===== src/hw/wfg_pkg.sv =====
// constants, types and register map of the wobble frequency generator
package wfg_pkg;
    localparam int CLK_FREQ_MHZ = 100;
    localparam int TICK_TIME_US = 1000;
    localparam int TICK_CYCLES  = TICK_TIME_US * CLK_FREQ_MHZ;
    localparam int MIN_TICK     = 256;
    // one wobble period unit is 0.1 s, in 1 ms ticks
    localparam logic [7:0]  TICKS_PER_UNIT = 8'h64;
    localparam logic [23:0] PCT_SCALE      = 24'h0003E8;
    localparam logic [23:0] PCT_TO_MS      = 24'h00000A;

    localparam logic [11:0] ADDR_CTRL   = 12'h000;
    localparam logic [11:0] ADDR_AMPL   = 12'h004;
    localparam logic [11:0] ADDR_STEP   = 12'h008;
    localparam logic [11:0] ADDR_PERIOD = 12'h00C;
    localparam logic [11:0] ADDR_RISE   = 12'h010;
    localparam logic [11:0] ADDR_CENTRE = 12'h014;
    localparam logic [11:0] ADDR_FMAX   = 12'h018;
    localparam logic [11:0] ADDR_UPPER  = 12'h01C;
    localparam logic [11:0] ADDR_LOWER  = 12'h020;
    localparam logic [11:0] ADDR_STATUS = 12'h024;
    localparam logic [11:0] ADDR_SPAN   = 12'h028;

    localparam int CTRL_EN_BIT   = 0;
    localparam int CTRL_MODE_BIT = 1;
    localparam int STAT_RISE_BIT = 16;
    localparam int STAT_ACT_BIT  = 17;

    localparam logic [15:0] AMPL_RST   = 16'h0000;
    localparam logic [15:0] STEP_RST   = 16'h0000;
    localparam logic [15:0] PERIOD_RST = 16'h0064;
    localparam logic [15:0] RISE_RST   = 16'h01F4;
    localparam logic [15:0] CENTRE_RST = 16'h1388;
    localparam logic [15:0] FMAX_RST   = 16'h1388;
    localparam logic [15:0] UPPER_RST  = 16'h1388;
    localparam logic [15:0] LOWER_RST  = 16'h0000;

    localparam logic [15:0] AMPL_MAX   = 16'h03E8;
    localparam logic [15:0] STEP_MAX   = 16'h01F4;
    localparam logic [15:0] PERIOD_MIN = 16'h0001;
    localparam logic [15:0] PERIOD_MAX = 16'h7530;
    localparam logic [15:0] RISE_MIN   = 16'h0001;
    localparam logic [15:0] RISE_MAX   = 16'h03E8;

    typedef enum logic [2:0] {
        ST_IDLE = 3'b000,
        ST_SPAN = 3'b001,
        ST_STEP = 3'b010,
        ST_RISE = 3'b011,
        ST_RAMP = 3'b100,
        ST_OUT  = 3'b101
    } wfg_state_e;

    typedef struct packed {
        logic        enable;
        logic        swing_mode_select;
        logic [9:0]  swing_amplitude_pct;
        logic [9:0]  startup_step_pct;
        logic [14:0] wobble_period;
        logic [9:0]  rise_share_pct;
        logic [15:0] centre_frequency_reference;
        logic [15:0] maximum_output_frequency;
        logic [15:0] upper_limit;
        logic [15:0] lower_limit;
    } wfg_cfg_s;
endpackage


===== src/hw/wfg_top.sv =====
// wobble frequency generator with apb register slave
// Operation
// - output swings above and below centre reference
// - mode 0: span is centre times amplitude
// - mode 1: span is maximum times amplitude
// - amplitude 0..100.0 %, zero disables wobbling
// - startup step is span times step 0..50 %
// - output clamped to upper and lower limits
// - period 0.1..3000.0 s, rise plus fall
// - rise time is period times rise share
// - fall time is period times remaining share
//
// Our own choices: register access over APB and the address map.
`timescale 1ns/100ps
module wfg_top #(
    parameter int TICK_CYCLES = wfg_pkg::TICK_CYCLES
) (
    input  wire logic        ref_clk_in,
    input  wire logic        rst_in,
    input  wire logic        psel_in,
    input  wire logic        penable_in,
    input  wire logic        pwrite_in,
    input  wire logic [11:0] paddr_in,
    input  wire logic [31:0] pwdata_in,
    output logic      [31:0] prdata_out,
    output logic             pready_out,
    output logic             pslverr_out,
    output logic      [15:0] freq_cmd_out,
    output logic             wobble_active_out,
    output logic             ramp_rising_out
);
    if (TICK_CYCLES < wfg_pkg::MIN_TICK || TICK_CYCLES > 2 ** 17) begin : g_chk
        $error("TICK_CYCLES outside what the tick counter can serve");
    end

    function automatic logic [15:0] lim(input logic [31:0] v,
                                        input logic [15:0] lo,
                                        input logic [15:0] hi);
        if (v < {16'h0000, lo})
            lim = lo;
        else if (v > {16'h0000, hi})
            lim = hi;
        else
            lim = v[15:0];
    endfunction

    wfg_pkg::wfg_cfg_s   cfg_r;
    wfg_pkg::wfg_state_e state_r;
    logic [31:0] rd_nxt;
    logic [31:0] prdata_r;
    logic        slverr_r;
    logic        hit;
    logic        wr_en;
    logic        active;
    logic [16:0] tick_cnt_r;
    logic        tick_pend_r;
    logic [21:0] elapsed_r;
    logic        rising_r;
    logic [15:0] span_r;
    logic [15:0] step_r;
    logic [21:0] rise_ms_r;
    logic [21:0] period_ms;
    logic [21:0] fall_ms;
    logic [21:0] dur_cur;
    logic [16:0] delta;
    logic [16:0] ramp_r;
    logic [15:0] freq_cmd_r;
    logic [15:0] base;
    logic [39:0] num_r;
    logic [24:0] rem_r;
    logic [23:0] den_r;
    logic [5:0]  div_cnt_r;
    logic        div_busy_r;
    logic        div_done_r;
    logic        issued_r;
    logic        div_go;
    logic [39:0] go_num;
    logic [23:0] go_den;
    logic [24:0] shifted;
    logic        fits;
    logic signed [18:0] off;
    logic signed [18:0] sum;

    // apb: registered read data, zero wait states
    assign wr_en       = psel_in & penable_in & pwrite_in;
    assign pready_out  = psel_in & penable_in;
    assign prdata_out  = prdata_r;
    assign pslverr_out = slverr_r;

    always_comb begin
        rd_nxt = 32'h0000_0000;
        hit    = 1'b1;
        unique case (paddr_in)
            wfg_pkg::ADDR_CTRL: begin
                rd_nxt[wfg_pkg::CTRL_EN_BIT]   = cfg_r.enable;
                rd_nxt[wfg_pkg::CTRL_MODE_BIT] = cfg_r.swing_mode_select;
            end
            wfg_pkg::ADDR_AMPL:   rd_nxt[9:0]  = cfg_r.swing_amplitude_pct;
            wfg_pkg::ADDR_STEP:   rd_nxt[9:0]  = cfg_r.startup_step_pct;
            wfg_pkg::ADDR_PERIOD: rd_nxt[14:0] = cfg_r.wobble_period;
            wfg_pkg::ADDR_RISE:   rd_nxt[9:0]  = cfg_r.rise_share_pct;
            wfg_pkg::ADDR_CENTRE:
                rd_nxt[15:0] = cfg_r.centre_frequency_reference;
            wfg_pkg::ADDR_FMAX:
                rd_nxt[15:0] = cfg_r.maximum_output_frequency;
            wfg_pkg::ADDR_UPPER:  rd_nxt[15:0] = cfg_r.upper_limit;
            wfg_pkg::ADDR_LOWER:  rd_nxt[15:0] = cfg_r.lower_limit;
            wfg_pkg::ADDR_STATUS: begin
                rd_nxt[15:0] = freq_cmd_r;
                rd_nxt[wfg_pkg::STAT_RISE_BIT] = rising_r;
                rd_nxt[wfg_pkg::STAT_ACT_BIT]  = active;
            end
            wfg_pkg::ADDR_SPAN:   rd_nxt = {step_r, span_r};
            default:              hit = 1'b0;
        endcase
    end

    // captured in the setup cycle so the access phase needs no wait
    always_ff @(posedge ref_clk_in or posedge rst_in) begin
        if (rst_in) begin
            prdata_r <= 32'h0000_0000;
            slverr_r <= 1'b0;
        end else if (psel_in && !penable_in) begin
            prdata_r <= pwrite_in ? 32'h0000_0000 : rd_nxt;
            slverr_r <= ~hit;
        end
    end

    // out-of-range amplitude, step, period and rise writes saturate instead of faulting
    always_ff @(posedge ref_clk_in or posedge rst_in) begin
        if (rst_in) begin
            cfg_r.enable                     <= 1'b0;
            cfg_r.swing_mode_select          <= 1'b0;
            cfg_r.swing_amplitude_pct        <= 10'(wfg_pkg::AMPL_RST);
            cfg_r.startup_step_pct           <= 10'(wfg_pkg::STEP_RST);
            cfg_r.wobble_period              <= 15'(wfg_pkg::PERIOD_RST);
            cfg_r.rise_share_pct             <= 10'(wfg_pkg::RISE_RST);
            cfg_r.centre_frequency_reference <= wfg_pkg::CENTRE_RST;
            cfg_r.maximum_output_frequency   <= wfg_pkg::FMAX_RST;
            cfg_r.upper_limit                <= wfg_pkg::UPPER_RST;
            cfg_r.lower_limit                <= wfg_pkg::LOWER_RST;
        end else if (wr_en) begin
            unique case (paddr_in)
                wfg_pkg::ADDR_CTRL: begin
                    cfg_r.enable <= pwdata_in[wfg_pkg::CTRL_EN_BIT];
                    cfg_r.swing_mode_select <=
                        pwdata_in[wfg_pkg::CTRL_MODE_BIT];
                end
                wfg_pkg::ADDR_AMPL: cfg_r.swing_amplitude_pct <= 10'(
                    lim(pwdata_in, 16'h0000, wfg_pkg::AMPL_MAX));
                wfg_pkg::ADDR_STEP: cfg_r.startup_step_pct <= 10'(
                    lim(pwdata_in, 16'h0000, wfg_pkg::STEP_MAX));
                wfg_pkg::ADDR_PERIOD: cfg_r.wobble_period <= 15'(
                    lim(pwdata_in, wfg_pkg::PERIOD_MIN,
                        wfg_pkg::PERIOD_MAX));
                wfg_pkg::ADDR_RISE: cfg_r.rise_share_pct <= 10'(
                    lim(pwdata_in, wfg_pkg::RISE_MIN,
                        wfg_pkg::RISE_MAX));
                wfg_pkg::ADDR_CENTRE:
                    cfg_r.centre_frequency_reference <= pwdata_in[15:0];
                wfg_pkg::ADDR_FMAX:
                    cfg_r.maximum_output_frequency <= pwdata_in[15:0];
                wfg_pkg::ADDR_UPPER: cfg_r.upper_limit <= pwdata_in[15:0];
                wfg_pkg::ADDR_LOWER: cfg_r.lower_limit <= pwdata_in[15:0];
                default: ;
            endcase
        end
    end

    assign active = cfg_r.enable
                  & (cfg_r.swing_amplitude_pct != 10'h000);

    // 1 ms tick; a tick during a busy chain is held, set beats clear
    always_ff @(posedge ref_clk_in or posedge rst_in) begin
        if (rst_in) begin
            tick_cnt_r  <= 17'h00000;
            tick_pend_r <= 1'b0;
        end else begin
            if (tick_cnt_r == 17'(TICK_CYCLES - 1)) begin
                tick_cnt_r  <= 17'h00000;
                tick_pend_r <= 1'b1;
            end else begin
                tick_cnt_r <= tick_cnt_r + 17'h00001;
                if (state_r == wfg_pkg::ST_IDLE)
                    tick_pend_r <= 1'b0;
            end
        end
    end

    assign period_ms = 22'(cfg_r.wobble_period) * 22'(wfg_pkg::TICKS_PER_UNIT);
    assign fall_ms   = period_ms - rise_ms_r;
    assign dur_cur   = rising_r ? rise_ms_r : fall_ms;
    assign delta     = 17'({span_r, 1'b0} - {1'b0, step_r});
    assign base      = cfg_r.swing_mode_select
                     ? cfg_r.maximum_output_frequency
                     : cfg_r.centre_frequency_reference;

    // one shared divider keeps area low; a chain takes about 170 cycles
    always_comb begin
        go_num = 40'h00_0000_0000;
        go_den = wfg_pkg::PCT_SCALE;
        unique case (state_r)
            wfg_pkg::ST_SPAN: go_num = 40'(base)
                * 40'(active ? cfg_r.swing_amplitude_pct : 10'h000);
            wfg_pkg::ST_STEP:
                go_num = 40'(span_r) * 40'(cfg_r.startup_step_pct);
            wfg_pkg::ST_RISE: begin
                go_num = 40'(cfg_r.wobble_period)
                       * 40'(cfg_r.rise_share_pct);
                go_den = wfg_pkg::PCT_TO_MS;
            end
            wfg_pkg::ST_RAMP: begin
                go_num = 40'(delta) * 40'(elapsed_r);
                go_den = {2'b00, dur_cur};
            end
            default: ;
        endcase
    end

    assign div_go = !issued_r && !div_busy_r
                  && (state_r == wfg_pkg::ST_SPAN
                      || state_r == wfg_pkg::ST_STEP
                      || state_r == wfg_pkg::ST_RISE
                      || (state_r == wfg_pkg::ST_RAMP
                          && dur_cur != 22'h000000));
    assign shifted = {rem_r[23:0], num_r[39]};
    assign fits    = shifted >= {1'b0, den_r};

    always_ff @(posedge ref_clk_in or posedge rst_in) begin
        if (rst_in) begin
            num_r      <= 40'h00_0000_0000;
            rem_r      <= 25'h0000000;
            den_r      <= 24'h000000;
            div_cnt_r  <= 6'h00;
            div_busy_r <= 1'b0;
            div_done_r <= 1'b0;
        end else begin
            div_done_r <= 1'b0;
            if (div_go) begin
                num_r      <= go_num;
                rem_r      <= 25'h0000000;
                den_r      <= go_den;
                div_cnt_r  <= 6'h00;
                div_busy_r <= 1'b1;
            end else if (div_busy_r) begin
                rem_r <= fits ? shifted - {1'b0, den_r} : shifted;
                num_r <= {num_r[38:0], fits};
                div_cnt_r <= div_cnt_r + 6'h01;
                if (div_cnt_r == 6'h27) begin
                    div_busy_r <= 1'b0;
                    div_done_r <= 1'b1;
                end
            end
        end
    end

    // signed offset from centre, startup step applied at each turn
    always_comb begin
        if (rising_r)
            off = -$signed({3'b000, span_r}) + $signed({3'b000, step_r})
                + $signed({2'b00, ramp_r});
        else
            off = $signed({3'b000, span_r}) - $signed({3'b000, step_r})
                - $signed({2'b00, ramp_r});
        sum = $signed({3'b000, cfg_r.centre_frequency_reference})
            + off;
    end

    always_ff @(posedge ref_clk_in or posedge rst_in) begin
        if (rst_in) begin
            state_r    <= wfg_pkg::ST_IDLE;
            issued_r   <= 1'b0;
            elapsed_r  <= 22'h000000;
            rising_r   <= 1'b1;
            span_r     <= 16'h0000;
            step_r     <= 16'h0000;
            rise_ms_r  <= 22'h000000;
            ramp_r     <= 17'h00000;
            freq_cmd_r <= wfg_pkg::LOWER_RST;
        end else begin
            if (div_go)
                issued_r <= 1'b1;
            unique case (state_r)
                wfg_pkg::ST_IDLE: if (tick_pend_r) begin
                    state_r <= wfg_pkg::ST_SPAN;
                    if (!active) begin
                        elapsed_r <= 22'h000000;
                        rising_r  <= 1'b1;
                    end else if (elapsed_r + 22'h000001 >= dur_cur) begin
                        elapsed_r <= 22'h000000;
                        rising_r  <= ~rising_r;
                    end else begin
                        elapsed_r <= elapsed_r + 22'h000001;
                    end
                end
                wfg_pkg::ST_SPAN: if (div_done_r) begin
                    span_r   <= num_r[15:0];
                    issued_r <= 1'b0;
                    state_r  <= wfg_pkg::ST_STEP;
                end
                wfg_pkg::ST_STEP: if (div_done_r) begin
                    step_r   <= num_r[15:0];
                    issued_r <= 1'b0;
                    state_r  <= wfg_pkg::ST_RISE;
                end
                wfg_pkg::ST_RISE: if (div_done_r) begin
                    rise_ms_r <= num_r[21:0];
                    issued_r  <= 1'b0;
                    state_r   <= wfg_pkg::ST_RAMP;
                end
                wfg_pkg::ST_RAMP: begin
                    // zero-length ramp jumps straight to its end
                    if (dur_cur == 22'h000000) begin
                        ramp_r  <= delta;
                        state_r <= wfg_pkg::ST_OUT;
                    end else if (div_done_r) begin
                        ramp_r   <= num_r[16:0];
                        issued_r <= 1'b0;
                        state_r  <= wfg_pkg::ST_OUT;
                    end
                end
                wfg_pkg::ST_OUT: begin
                    // with crossed limits, lower wins only for sums below it, else upper wins
                    if (sum < $signed({3'b000, cfg_r.lower_limit}))
                        freq_cmd_r <= cfg_r.lower_limit;
                    else if (sum > $signed({3'b000, cfg_r.upper_limit}))
                        freq_cmd_r <= cfg_r.upper_limit;
                    else
                        freq_cmd_r <= sum[15:0];
                    issued_r <= 1'b0;
                    state_r  <= wfg_pkg::ST_IDLE;
                end
                default: state_r <= wfg_pkg::ST_IDLE;
            endcase
        end
    end

    assign freq_cmd_out      = freq_cmd_r;
    assign wobble_active_out = active;
    assign ramp_rising_out   = rising_r;
endmodule


===== config.mk =====
export PLATFORM = sky130hd
export DESIGN_NAME = wfg_top
export DESIGN_NICKNAME = d
export VERILOG_FILES = /design/src/hw/wfg_pkg.sv /design/src/hw/wfg_top.sv
export SDC_FILE = /design/constraint.sdc
export NUM_CORES = 2
export LEC_CHECK = 0
export ABC_AREA = 0
export BUFFER_PORTS_ARGS = -buffer_cell sky130_fd_sc_hd__buf_2
export CAP_MARGIN = 20
export CORE_AREA = 2 2 356 358
export CTS_CLUSTER_SIZE = 24
export DETAILED_ROUTE_END_ITERATION = 12
export DIE_AREA = 0 0 358 360
export GPL_TIMING_DRIVEN = 0
export PLACE_DENSITY_LB_ADDON = 0.1
export SLEW_MARGIN = 20
export SYNTH_ARGS = -nofsm -noshare
export SYNTH_HDL_FRONTEND = slang
export SYNTH_SLANG_ARGS = --single-unit

===== constraint.sdc =====
create_clock -name ref_clk_in -period 21.5 [get_ports ref_clk_in]
set_input_delay 3.225 -clock ref_clk_in [delete_from_list [all_inputs] [get_ports ref_clk_in]]
set_output_delay 3.225 -clock ref_clk_in [all_outputs]
set_load 0.03 [all_outputs]

==> key figures <==
Global route
  – First-pass GRT wire length: 286000 um
  – Total global routing overflow: 0
  – Routing usage on met2: 45.4%
  – Busiest layer in global routing: met2
  – Met1 usage: 41.2%
  – Initial antenna violation count: 5
  – All-Layer GR Usage: 29.5%
  – Largest net degree at the start of global routing: 102
  – Met3 usage: 5.27%
  – Vias in the first global route: 44900

Power
  – Pwr per Cell Area: 28.5 nW/um^2
  – Leak Pwr: 29.0 nW
  – Worst ir drop on vdd: 0.0584 mV
  – Seq pwr share: 42.5%
  – Pint: 1.23 mW
  – Combinational Power Share: 4.2%
  – Power share of the clock group: 53.3%
  – NetSw: 0.415 mW
  – Net Sw Frac: 25.3%

Die
  – Die Height: 360 um
  – Starting Density: 42.7%
  – Core box area: 125000 um^2
  – IO Count: 101
  – Site Rows: 130
  – Die Span X: 358 um
  – Die Area: 129000 um^2

Timing
  – RSZ-0062 raised after global routing: false
  – Setup Skew: 65.4 ps
  – Worst-margin pin slew: 1180 ps
  – Final Max Slew Viols: 0
  – Final worst path period need: 12370 ps
  – Slew HR: 21.2%
  – TNS Setup: 0 ps
  – Worst hold slack: 476 ps
  – Final Cycle Share: 57.5%
  – Final Hold Fails: 0
  – Max frequency: 80.8 MHz
  – Final Setup Violations: 0

Setup path
  – Critical path fanouts, max: 10
  – CP max-delay cell: a311oi_1
  – Crit end category: flop
  – Worst path most repeated cell: fa_1
  – Critical Path Start Type: flop
  – CP arrival: 12890 ps
  – Max incr delay on CP: 830 ps
  – R2r setup slk: 9130 ps
  – Reg2reg end: num_r[37]
  – Start of the worst register-to-register path: span_r[0]
  – Worst EP required: 22020 ps
  – R2R depth: 36
  – Crit Path Class: flop to flop

Job
  – Max Cap Viol: 0

CTS
  – Post-CTS Setup Bufs: 0
  – H-tree depth: 2
  – Worst-path clk slew: 60 ps
  – CTS Buf Count: 47
  – Root buf cell: clkbuf_16
  – Cells resized by post-CTS repair: 0
  – Max clock buf depth: 3
  – TritonCTS Sinks: 370
  – CTS Hold Bufs: 0
  – Worst skew pair latency: 670 ps
  – CTS tree: done

Synthesis
  – Syn Nets: 7402
  – Yosys warnings: 0
  – Synth Register Bits: 370
  – Mapped Cells: 6159
  – Top cell type's share of synthesized area: 24.5%
  – Most frequent cell after synthesis: inv_1
  – Synth top area cells: fa_1, dfrtp_1, ha_1, inv_1, nand2_1
  – Post-synth ARST share: 100%
  – Mapped Area: 53300 um^2
  – Seq/Total Area, Yosys: 17.4%
  – Unique cell type count in the Yosys netlist: 89
  – Largest area contributor in the synthesized netlist: fa_1
  – Number of synthesized flops with an enable pin: 0
  – Avg Cell Area, Syn: 8.65 um^2
  – Top_reg_cell synth: dfrtp_1
  – Most frequent cells after synthesis: inv_1, nand2_1, fa_1, ha_1, dfrtp_1

Routing
  – DRC: 0
  – Initial DRC count: 3476
  – Vias/cell: 5.60
  – Final ANT Viol Nets: 0
  – Routed WL: 189000 um
  – TritonRoute pass-1 iters: 8
  – Via count: 44900
  – Routed WL per cell: 23.6 um

Layout
  – # fillers: 12500
  – Area grow syn2layout: 8.37%
  – Fin nets: 7557
  – Layout cell share with drive strength beyond 1: 5.46%

Hold path
  – Hold Path End: tick_cnt_r[4]
  – Hold Startpoint: tick_cnt_r[4]
  – Hold path depth: 1
  – Worst Hold Class: flop to flop

Place
  – Dpl hpwl: 156000 um
  – Routability Congestion: 0.990
  – Count of input and output buffers: 96

Outcome
  – Outcome: complete, no violations
## power groups by stage
stage | Sequential [mW] | Clock (mW) | Combinational [mW]
floorplan | 0.711 | 0 | 0.0382
global placement | 0.711 | 0 | 0.0655
detailed placement | 0.711 | 0 | 0.0691
CTS | 0.698 | 0.890 | 0.0695
global route | 0.698 | 0.922 | 0.0759
finish | 0.698 | 0.876 | 0.0693
## critical path: cells and delay by family, from the launching register on
kind,cells,cell delay (ps)
and+or+nand+nor,4,1170
xor gates and xnor gates,2,1030
adders and majority gates,8,4140
AOI/OAI and AO/OA,16,3730
buffers and inverters,6,1500
DFF,1,660
## flip-flops by register name, summed over array words and instances, names as in the netlist
| register | cells |
|---|---|
| ramp_rising_out | 1 |
| span_r | 16 |
| num_r | 40 |
| rise_ms_r | 22 |
| div_busy_r | 1 |
| prdata_out | 32 |
| state_r | 3 |
| step_r | 16 |
| den_r | 22 |
| elapsed_r | 22 |
| pslverr_out | 1 |
| div_done_r | 1 |
| freq_cmd_out | 16 |
| issued_r | 1 |
| tick_cnt_r | 17 |
| tick_pend_r | 1 |
| cfg_r | 111 |
| rem_r | 24 |
| ramp_r | 17 |
| div_cnt_r | 6 |
## metal layers
layer / routed length (um) / vias to the layer above / share of wire, %
li1: - / 20400 / -
met1: 83300 / 22600 / 44
met2: 83400 / 1510 / 44
met3: 13800 / 344 / 7.3
met4: 8340 / 6 / 4.4
met5: 40 / - / 0.021
## kinds of logic (layout without fill, tap and decap cells)
group,count (synthesis),count (layout),synth area share [%]
AO/OA/AOI/OAI,1130,1130,13.8
AND/OR/NAND/NOR,1859,1859,16.2
buffers and inverters,1239,1433,8.82
other,0,1,0
flip-flops,370,370,17.4
XOR/XNOR,227,227,3.73
multiplexers,140,140,2.82
adder cells (fa/ha/maj),1194,1194,37.2
## per-stage QoR
step                std cells  power, mW  area (um^2)  utilization [%]  worst slack (ps)
global placement         7905      0.777        55800             44.7              2440
detailed placement       7915      0.780        56000             44.9              9220
finish                   8004       1.64        57700             46.2              9130
floorplan                6159      0.749        53300                -              8040
CTS                      8003       1.66        57700             46.2              9150
global route             8003       1.70        57700             46.2              8590
## how the worst max path moves through the flow
stage	endpoint	startpoint	cells past startpoint
CTS	num_r[37]	span_r[0]	36
floorplan	cfg_r[0]	rst_in	1
finish	num_r[37]	span_r[0]	36
global placement	step_r[6]	rst_in	2
global route	num_r[37]	span_r[0]	36
detailed placement	num_r[37]	span_r[0]	36
## cell usage in the layout (no fill, tap or decap), types with 27 or more instances in the layout
| cell | synthesis | layout |
|---|---|---|
| clkbuf_1 | 260 | 268 |
| fa_1 | 652 | 652 |
| o211ai_1 | 27 | 27 |
| nor2_1 | 318 | 318 |
| a21oi_1 | 235 | 235 |
| nand3_1 | 84 | 84 |
| nor2b_1 | 44 | 44 |
| nand4_1 | 37 | 37 |
| o21bai_1 | 28 | 28 |
| buf_2 | 11 | 110 |
| xor2_1 | 85 | 85 |
| a22oi_1 | 31 | 31 |
| nor3_1 | 59 | 59 |
| nand2_1 | 845 | 845 |
| and2_1 | 256 | 256 |
| inv_1 | 946 | 945 |
| dfrtp_1 | 345 | 345 |
| xnor2_1 | 142 | 140 |
| o21ai_0 | 333 | 333 |
| ha_1 | 542 | 542 |
| and3_1 | 47 | 47 |
| o22ai_1 | 49 | 49 |
| a211oi_1 | 30 | 30 |
| a22o_1 | 32 | 32 |
| nand2b_1 | 49 | 49 |
| o21a_1 | 38 | 38 |
| mux2i_1 | 60 | 60 |
| or3_1 | 41 | 41 |
| clkbuf_16 | 0 | 47 |
| a21o_1 | 91 | 91 |
| mux2_2 | 78 | 78 |
## cell type report
type / instances / area (um^2) / share of cell area [%]
inverter: 949 / 3570 / 6.18
tap: 1650 / 2060 / 3.58
antenna: 1 / 2.50 / 0.00433
timing repair buffer: 106 / 641 / 1.11
multi-input combinational: 4550 / 39300 / 68.1
clock buffer: 60 / 1270 / 2.21
buffer: 290 / 1140 / 1.98
clock inverter: 28 / 418 / 0.724
sequential: 370 / 9290 / 16.1
Power figures use the tool's default switching activity.
